`config.mk`:
```
export PLATFORM = sky130hd
export DESIGN_NAME = servo_status_outputs
export DESIGN_NICKNAME = d
export VERILOG_FILES = /design/src/rtl/servo_status_pkg.sv /design/src/rtl/servo_status_outputs.sv /design/src/rtl/quad_pulse_gen.sv
export VERILOG_INCLUDE_DIRS = /design/src /design/src/rtl
export SDC_FILE = /design/constraint.sdc
export NUM_CORES = 1
export LEC_CHECK = 0
export ABC_AREA = 1
export BUFFER_PORTS_ARGS = -buffer_cell sky130_fd_sc_hd__buf_4
export CAP_MARGIN = 20
export CORE_UTILIZATION = 62
export DETAILED_ROUTE_END_ITERATION = 7
export PLACE_DENSITY = 0.95
export SYNTH_ARGS = -nofsm -noshare
export SYNTH_HDL_FRONTEND = slang
export SYNTH_SLANG_ARGS = --single-unit
```
`constraint.sdc`:
```
create_clock -name clock -period 9.8 [get_ports clock]
set_input_delay 1.96 -clock clock [delete_from_list [all_inputs] [get_ports clock]]
set_output_delay 1.96 -clock clock [all_outputs]
set_load 0.02 [all_outputs]
```
`src/rtl/servo_status_map.svh`:
```
`ifndef SERVO_STATUS_MAP_SVH
`define SERVO_STATUS_MAP_SVH
`define CLOCK_HZ 125000000
`define MAX_EDGE_RATE_PPS 4000000
`define MIN_EDGE_CYCLES \
    ((`CLOCK_HZ + `MAX_EDGE_RATE_PPS - 1) / `MAX_EDGE_RATE_PPS)
`define PIN_ONE_DEFAULT 4'h1
`define PIN_TWO_DEFAULT 4'h3
`define PIN_THREE_DEFAULT 4'h2
`define WARN_SEL_WIDTH 3
`endif

```
`src/rtl/servo_status_pkg.sv`:
```
package servo_status_pkg;
    typedef enum logic [3:0] {
        FN_NONE = 4'h0,
        FN_ALARM = 4'h1,
        FN_READY = 4'h2,
        FN_INPOS = 4'h3,
        FN_BRAKE = 4'h4,
        FN_TORQUE = 4'h5,
        FN_ZSPEED = 4'h6,
        FN_INPOS2 = 4'h7,
        FN_WARNFIRST = 4'h8,
        FN_WARNSECOND = 4'h9,
        FN_CMD = 4'hA,
        FN_CLRALM = 4'hB,
        FN_MAINPWR = 4'hC
    } out_func_t;

    typedef enum logic [2:0] {
        RDY_WAIT = 3'h1,
        RDY_XFER = 3'h2,
        RDY_ON = 3'h4
    } ready_state_t;
endpackage : servo_status_pkg

```
`src/rtl/servo_status_outputs.sv`:
```
`timescale 1ns/1ps
`include "servo_status_map.svh"
module servo_status_outputs
    import servo_status_pkg::*;
#(
    parameter int SCALE_WIDTH = 16,
    parameter int COUNTS_PER_REV = 4000
) (
    input wire logic clock,
    input wire logic reset,
    input wire logic alarmActive,
    input wire logic alarmClearable,
    input wire logic mainSupplyOk,
    input wire logic controlSupplyOk,
    input wire logic absoluteMode,
    input wire logic absoluteTransferDone,
    input wire logic brakeRelease,
    input wire logic inPositionCond,
    input wire logic inPositionSecondCond,
    input wire logic torqueClamped,
    input wire logic zeroSpeedCond,
    input wire logic [7:0] warningsActive,
    input wire logic [`WARN_SEL_WIDTH-1:0] warning_select_first,
    input wire logic [`WARN_SEL_WIDTH-1:0] warning_select_second,
    input wire logic positionCommandPresent,
    input wire logic dcBusLow,
    input wire logic [3:0] output_pin_select_one,
    input wire logic [3:0] output_pin_select_two,
    input wire logic [3:0] output_pin_select_three,
    input wire logic selectExternalScale,
    input wire logic encoderStep,
    input wire logic encoderDir,
    input wire logic scaleStep,
    input wire logic scaleDir,
    input wire logic [SCALE_WIDTH-1:0] scaleNumerator,
    input wire logic [SCALE_WIDTH-1:0] scaleDenominator,
    output logic alarm_status_out,
    output logic servoReadyOut,
    output logic brake_release_out,
    output logic in_position_out,
    output logic in_position_second_out,
    output logic torque_limited_out,
    output logic zero_speed_out,
    output logic warning_first_out,
    output logic warning_second_out,
    output logic commandPresentOut,
    output logic clearable_alarm_out,
    output logic mainPowerOut,
    output logic status_pin_one,
    output logic status_pin_two,
    output logic status_pin_three,
    output logic phase_a_pulse_pos,
    output logic phase_a_pulse_neg,
    output logic phase_b_pulse_pos,
    output logic phase_b_pulse_neg,
    output logic phase_z_pulse_pos,
    output logic phase_z_pulse_neg,
    output logic phase_z_single_ended,
    output logic scaledStepDropped
);
    localparam int MIN_GAP = `MIN_EDGE_CYCLES;
    localparam int AW = SCALE_WIDTH + 1;

    ready_state_t readyState_reg;
    ready_state_t readyState_next;
    logic suppliesOk;
    logic readyLevel;
    logic [12:0] funcLevel;
    logic [AW-1:0] acc_reg;
    logic [AW-1:0] accSum;
    logic srcStep;
    logic srcDir;
    logic pendValid_reg;
    logic pendDir_reg;
    logic stepReady;
    logic emitStep;
    logic srcAccept;
    logic stepBlocked;
    logic qa;
    logic qb;
    logic qz;

    assign suppliesOk = mainSupplyOk && controlSupplyOk;

    // Shared by the dedicated output and the pin router, so both switch on
    // the same edge.
    assign readyLevel = (readyState_next == RDY_ON) && suppliesOk
        && !alarmActive;

    // Ready drops immediately on alarm or supply loss and, in absolute mode,
    // re-arms only after a fresh position data transfer.
    always_comb begin
        readyState_next = readyState_reg;
        case (readyState_reg)
            RDY_WAIT: begin
                if (suppliesOk && !alarmActive) begin
                    readyState_next = absoluteMode ? RDY_XFER : RDY_ON;
                end
            end
            RDY_XFER: begin
                // A drop while waiting demands a fresh transfer.
                if (!suppliesOk || alarmActive) begin
                    readyState_next = RDY_WAIT;
                end else if (absoluteTransferDone) begin
                    readyState_next = RDY_ON;
                end
            end
            RDY_ON: begin
                if (!suppliesOk || alarmActive) begin
                    readyState_next = RDY_WAIT;
                end
            end
            default: readyState_next = RDY_WAIT;
        endcase
    end

    always_ff @(posedge clock) begin
        if (reset) begin
            readyState_reg <= RDY_WAIT;
        end else begin
            readyState_reg <= readyState_next;
        end
    end

    // Every status output is registered so all pins switch on one edge and
    // the host never sees a glitch from the decode.
    always_ff @(posedge clock) begin
        if (reset) begin
            alarm_status_out <= 1'h0;
            servoReadyOut <= 1'h0;
            brake_release_out <= 1'h0;
            in_position_out <= 1'h0;
            in_position_second_out <= 1'h0;
            torque_limited_out <= 1'h0;
            zero_speed_out <= 1'h0;
            warning_first_out <= 1'h0;
            warning_second_out <= 1'h0;
            commandPresentOut <= 1'h0;
            clearable_alarm_out <= 1'h0;
            mainPowerOut <= 1'h0;
        end else begin
            alarm_status_out <= !alarmActive;
            servoReadyOut <= readyLevel;
            brake_release_out <= brakeRelease;
            in_position_out <= inPositionCond;
            in_position_second_out <= inPositionSecondCond;
            torque_limited_out <= torqueClamped;
            zero_speed_out <= zeroSpeedCond;
            warning_first_out <= warningsActive[warning_select_first];
            warning_second_out <=
                warningsActive[warning_select_second];
            commandPresentOut <= positionCommandPresent;
            clearable_alarm_out <= alarmActive && alarmClearable;
            mainPowerOut <= dcBusLow;
        end
    end

    // Function levels indexed by out_func_t; index 0 is the idle level.
    always_comb begin
        funcLevel = '0;
        funcLevel[FN_ALARM] = !alarmActive;
        funcLevel[FN_READY] = readyLevel;
        funcLevel[FN_INPOS] = inPositionCond;
        funcLevel[FN_BRAKE] = brakeRelease;
        funcLevel[FN_TORQUE] = torqueClamped;
        funcLevel[FN_ZSPEED] = zeroSpeedCond;
        funcLevel[FN_INPOS2] = inPositionSecondCond;
        funcLevel[FN_WARNFIRST] = warningsActive[warning_select_first];
        funcLevel[FN_WARNSECOND] = warningsActive[warning_select_second];
        funcLevel[FN_CMD] = positionCommandPresent;
        funcLevel[FN_CLRALM] = alarmActive && alarmClearable;
        funcLevel[FN_MAINPWR] = dcBusLow;
    end

    // Selector codes beyond the table leave the pin off rather than aliasing.
    function automatic logic pickLevel(input logic [3:0] sel,
                                       input logic [12:0] lv);
        logic r;
        r = 1'h0;
        if (sel <= 4'hC) begin
            r = lv[sel];
        end
        return r;
    endfunction : pickLevel

    // Pins are decoded anew every cycle, so a selector change takes effect
    // on the next edge.
    always_ff @(posedge clock) begin
        if (reset) begin
            status_pin_one <= 1'h0;
            status_pin_two <= 1'h0;
            status_pin_three <= 1'h0;
        end else begin
            status_pin_one <= pickLevel(output_pin_select_one,
                funcLevel);
            status_pin_two <= pickLevel(output_pin_select_two,
                funcLevel);
            status_pin_three <= pickLevel(output_pin_select_three,
                funcLevel);
        end
    end

    assign srcStep = selectExternalScale ? scaleStep : encoderStep;
    assign srcDir = selectExternalScale ? scaleDir : encoderDir;
    assign accSum = acc_reg + AW'(scaleNumerator);
    // While the generator still holds a pending step the source is refused,
    // and the accumulator holds rather than count a step that is lost.
    assign stepBlocked = pendValid_reg && !stepReady;
    assign srcAccept = srcStep && !stepBlocked;

    // Rational scaler: each accepted source step adds the numerator, and one output
    // step is issued whenever the sum reaches a nonzero denominator. A ratio of
    // one or less keeps at most one step pending.
    always_ff @(posedge clock) begin
        if (reset) begin
            acc_reg <= '0;
        end else if (srcAccept) begin
            if (accSum >= AW'(scaleDenominator)) begin
                acc_reg <= accSum - AW'(scaleDenominator);
            end else begin
                acc_reg <= accSum;
            end
        end
    end

    assign emitStep = srcAccept && (accSum >= AW'(scaleDenominator))
        && (scaleDenominator != '0);

    always_ff @(posedge clock) begin
        if (reset) begin
            pendValid_reg <= 1'h0;
            pendDir_reg <= 1'h0;
        end else if (emitStep) begin
            pendValid_reg <= 1'h1;
            pendDir_reg <= srcDir;
        end else if (stepReady) begin
            pendValid_reg <= 1'h0;
        end
    end

    // A source step that meets a still-blocked pending step is lost; the
    // flag lets firmware see that the scaled rate ran past the cap.
    always_ff @(posedge clock) begin
        if (reset) begin
            scaledStepDropped <= 1'h0;
        end else begin
            scaledStepDropped <= srcStep && stepBlocked;
        end
    end

    quad_pulse_gen #(
        .MIN_GAP(MIN_GAP),
        .COUNTS_PER_REV(COUNTS_PER_REV)
    ) pulseGen (
        .clock(clock),
        .reset(reset),
        .stepValid(pendValid_reg),
        .stepDir(pendDir_reg),
        .stepReady(stepReady),
        .phaseA(qa),
        .phaseB(qb),
        .phaseZ(qz)
    );

    // Both legs of a pair come from one register stage, so the pair never
    // skews; the negative legs reset high so each pair rests complementary.
    always_ff @(posedge clock) begin
        if (reset) begin
            phase_a_pulse_pos <= 1'h0;
            phase_a_pulse_neg <= 1'h1;
            phase_b_pulse_pos <= 1'h0;
            phase_b_pulse_neg <= 1'h1;
            phase_z_pulse_pos <= 1'h0;
            phase_z_pulse_neg <= 1'h1;
            phase_z_single_ended <= 1'h0;
        end else begin
            phase_a_pulse_pos <= qa;
            phase_a_pulse_neg <= !qa;
            phase_b_pulse_pos <= qb;
            phase_b_pulse_neg <= !qb;
            phase_z_pulse_pos <= qz;
            phase_z_pulse_neg <= !qz;
            phase_z_single_ended <= qz;
        end
    end
endmodule : servo_status_outputs

```
`src/rtl/quad_pulse_gen.sv`:
```
`timescale 1ns/1ps
// Turns a signed step request into quadrature edges, one edge at a time,
// spaced at least MIN_GAP cycles apart.
module quad_pulse_gen #(
    parameter int MIN_GAP = 32,
    parameter int COUNTS_PER_REV = 4000
) (
    input wire logic clock,
    input wire logic reset,
    input wire logic stepValid,
    input wire logic stepDir,
    output logic stepReady,
    output logic phaseA,
    output logic phaseB,
    output logic phaseZ
);
    localparam int GW = $clog2(MIN_GAP + 1);
    localparam int PW = $clog2(COUNTS_PER_REV + 1);
    logic [GW-1:0] gap_reg;
    logic [1:0] phase_reg;
    logic [PW-1:0] pos_reg;
    logic step;
    logic [1:0] phaseNext;

    assign stepReady = (gap_reg == '0);
    assign step = stepValid && stepReady;
    // Gray order 00,01,11,10: forward makes A lead B.
    assign phaseNext = stepDir ? phase_reg - 2'h1 : phase_reg + 2'h1;

    always_ff @(posedge clock) begin
        if (reset) begin
            gap_reg <= '0;
        end else if (step) begin
            gap_reg <= GW'(MIN_GAP - 1);
        end else if (gap_reg != '0) begin
            gap_reg <= gap_reg - GW'(1);
        end
    end

    always_ff @(posedge clock) begin
        if (reset) begin
            phase_reg <= 2'h0;
            pos_reg <= '0;
        end else if (step) begin
            phase_reg <= phaseNext;
            if (!stepDir) begin
                pos_reg <= (pos_reg == PW'(COUNTS_PER_REV - 1)) ?
                    '0 : pos_reg + PW'(1);
            end else begin
                pos_reg <= (pos_reg == '0) ?
                    PW'(COUNTS_PER_REV - 1) : pos_reg - PW'(1);
            end
        end
    end

    always_ff @(posedge clock) begin
        if (reset) begin
            phaseA <= 1'h0;
            phaseB <= 1'h0;
            phaseZ <= 1'h0;
        end else begin
            phaseA <= phase_reg[1] ^ phase_reg[0];
            phaseB <= phase_reg[1];
            phaseZ <= (pos_reg == '0);
        end
    end
endmodule : quad_pulse_gen

```
==> reports/metrics.yaml <==
sta:
  rsz0062_at_grt: "false"
  max_freq_mhz: 202
  drv_slew: 0
  hold_slack_ns: 0.394
  finClkSkew_ns: 0.0129
  tightestPinTransition_ns: 0.826
  setup_ws_ns: 4.85
  hold_viol_final: 0
  setup_viol: 0
  fin_setup_tns_ns: 0
  fin_crit_ns: 4.95
  finalCritPeriodShare_pct: 50.5
  relSlewSlack_pct: 44.9
clocking:
  cts_buffer_depth: 2
  cts_hold_buf: 0
  cts_tree: "built"
  post_cts_buffers: 0
  cts-root-buf: "clkbuf_8"
  clock-sinks: 67
  cts_resized: 0
  cts_made_buffers: 9
  htree_levels: 3
  clk-insertion-delay-late_ns: 0.35
  clkTransAtPathRegs_ns: 0.07
placed_design:
  portBuffers: 100
  dp.cells: 1067
  place.gp.congestion: 0.956
  place_worst_setup_slack_ns: 4.53
  hpwl_mm: 11.2
worst_setup_path:
  timing.rr.start: "acc_reg[0]"
  cp.required_ns: 10.04
  crit_path_end_kind: "register"
  reg2reg_depth: 21
  regToRegSetupSlack_ns: 6.26
  r2r_end: "pendDir_reg"
  crit_type: "in2reg"
  worstPathArrival_ns: 5.19
  cp-start-kind: "input port"
  path_max_fanout: 16
synth:
  synth_compound_area_share_pct: 15.4
  synth_xor_area_share_pct: 5.26
  synth_fa_ha_area_share_pct: 8.93
  synth_common_cells: "207 x nand2_1, 149 x inv_1, 84 x nand3_1"
  synth_edf_count: 0
  avgSynthCellArea_um2: 6.22
  synth_top_area_cell: "dfxtp_1"
  synthCells: 883
  yosys_warnings: 0
  ys_types: 38
  ys_ff_latch: 67
  yosysMostFrequentCell: "nand2_1"
  synth_top_area_share_pct: 24.4
  syn-num-nets: 999
  synthTopCellsByArea: "dfxtp_1 24%, nand2_1 14%, inv_1 10%"
  syn_area_um2: 5490
  synth_flop_cell: "dfxtp_1"
  synthArstFlopShare_pct: 0
  synth_simple_gate_area_share_pct: 33.6
  synth_top_family_by_area: "simple AND/OR/NAND/NOR gates"
  synth.area.mux_share_pct: 0.387
  yosysSeqAreaShare_pct: 24.4
hold_path:
  holdCritStartpoint: "pulseGen.phaseA"
  hold_end: "phase_a_pulse_neg"
  hp-class: "reg2reg"
  hold_depth: 1
die:
  die-area_um2: 9240
  io_pins: 101
  die_h_um: 96.1
  initial_utilization_pct: 65.5
  coreArea_um2: 8380
  row_count: 33
  fp.dieW_um: 96.1
flow_run:
  maxCapViolCount: 0
global_routing:
  grt_max_degree: 45
  grt_pass1_wl_mm: 23.6
  grt_pass1_vias: 5380
  antenna_found_initial: 0
  grt_usage_pct: 32.5
  grt_overflow: 0
drt:
  viasPerCell: 5.59
  num_vias: 6057
  firstDrtPassIters: 6
  drc: 0
  drt_iter0_markers: 538
  wl_per_cell_um: 13.3
  drtAntennaViolNets: 0
  totalWireLength_mm: 14.4
cells_and_area:
  drive_gt1_share_pct: 13.4
  finish.utilization_pct: 77.2
  largest_reg_flops: 17
  antenna_cells: 0
  layout.nets: 1089
  fin_cells: 1083
  syn_to_final_growth_pct: 17.7
status:
  status: "finished, final reports clean"
pwr:
  total_leakage_power_uw: 0.00339
  p_per_area_nw_per_um2: 279
  ir_drop_mv: 0.170
## logic make-up after synthesis
family,Yosys count
compound gates,153
xor+xnor,33
fa+ha+maj,38
buf+inv,170
flops,67
mux,2
simple gates,420
## cell usage in the layout (no fill, tap or decap), types with 2 or more instances in the layout
master / n
nand4_1: 25
nand2_1: 207
nor4_1: 5
nand2_2: 6
nor2_1: 69
clkinv_2: 2
o21ai_0: 50
clkbuf_8: 9
xor2_1: 22
nand3b_1: 3
o21bai_1: 2
o22ai_1: 2
a21oi_1: 76
a31oi_1: 4
o21a_1: 3
o2111ai_1: 3
xnor2_1: 11
ha_1: 36
inv_1: 149
nand3_1: 84
dfxtp_1: 67
fa_1: 2
buf_4: 100
o211ai_1: 9
nor2_2: 3
nor3_1: 13
## metrics by stage
stage	area, um2	power (uW)
6_report	6470	1800
5_1_grt	6470	1970
4_1_cts	6470	1770
3_5_place_dp	6270	1540
2_1_floorplan	5490	1290
3_3_place_gp	6270	1510
## worst max-delay path by stage
stage / cells past startpoint / to / from
after CTS: 22 / pendDir_reg / scaleNumerator[0]
after global placement: 20 / pendDir_reg / scaleNumerator[0]
final: 22 / pendDir_reg / scaleNumerator[0]
after detailed placement: 22 / pendDir_reg / scaleNumerator[0]
after floorplan: 18 / acc_reg[10] / scaleNumerator[0]
after global routing: 23 / acc_reg[13] / scaleNumerator[0]
## power breakdown
group	switching, uW	internal, uW
Combinational	761	421
Clock	112	118
Sequential	55.0	336
## critical path: stages
cell and delay, ns:
buf_4 0.11, ha_1 0.24, fa_1 0.43, nand3_1 0.11, nand3_2 0.11, nand2_1 0.08, nand2_1 0.09, xnor2_1 0.28
inv_1 0.08, ha_1 0.33, nand2_1 0.13, inv_1 0.05, a21oi_1 0.14, nand2_1 0.12, nand2_1 0.07, nand2_1 0.07
nand2_2 0.24, nand3_4 0.22, nand3_1 0.17, nand2_1 0.06, nand2_1 0.06, nor2_1 0.04
## layer usage
layer | track usage (%) | share of wire, % | up-vias
met5 | 0 | 0 | -
met3 | 6.08 | 8.9 | 24
met2 | 53.3 | 46 | 298
met4 | 7.46 | 1.2 | 0
met1 | 44.0 | 44 | 2672
li1 | - | - | 3063
## final cells by class
cell class	instances	area (um2)
repair buffers	100	751
multi-input cells	646	3490
flip-flops and latches	67	1340
clock inverters	6	65.1
fillers	635	1910
clock buffers	10	128
inverters	149	559
well taps	105	131
(Power assumes the default switching activity.)
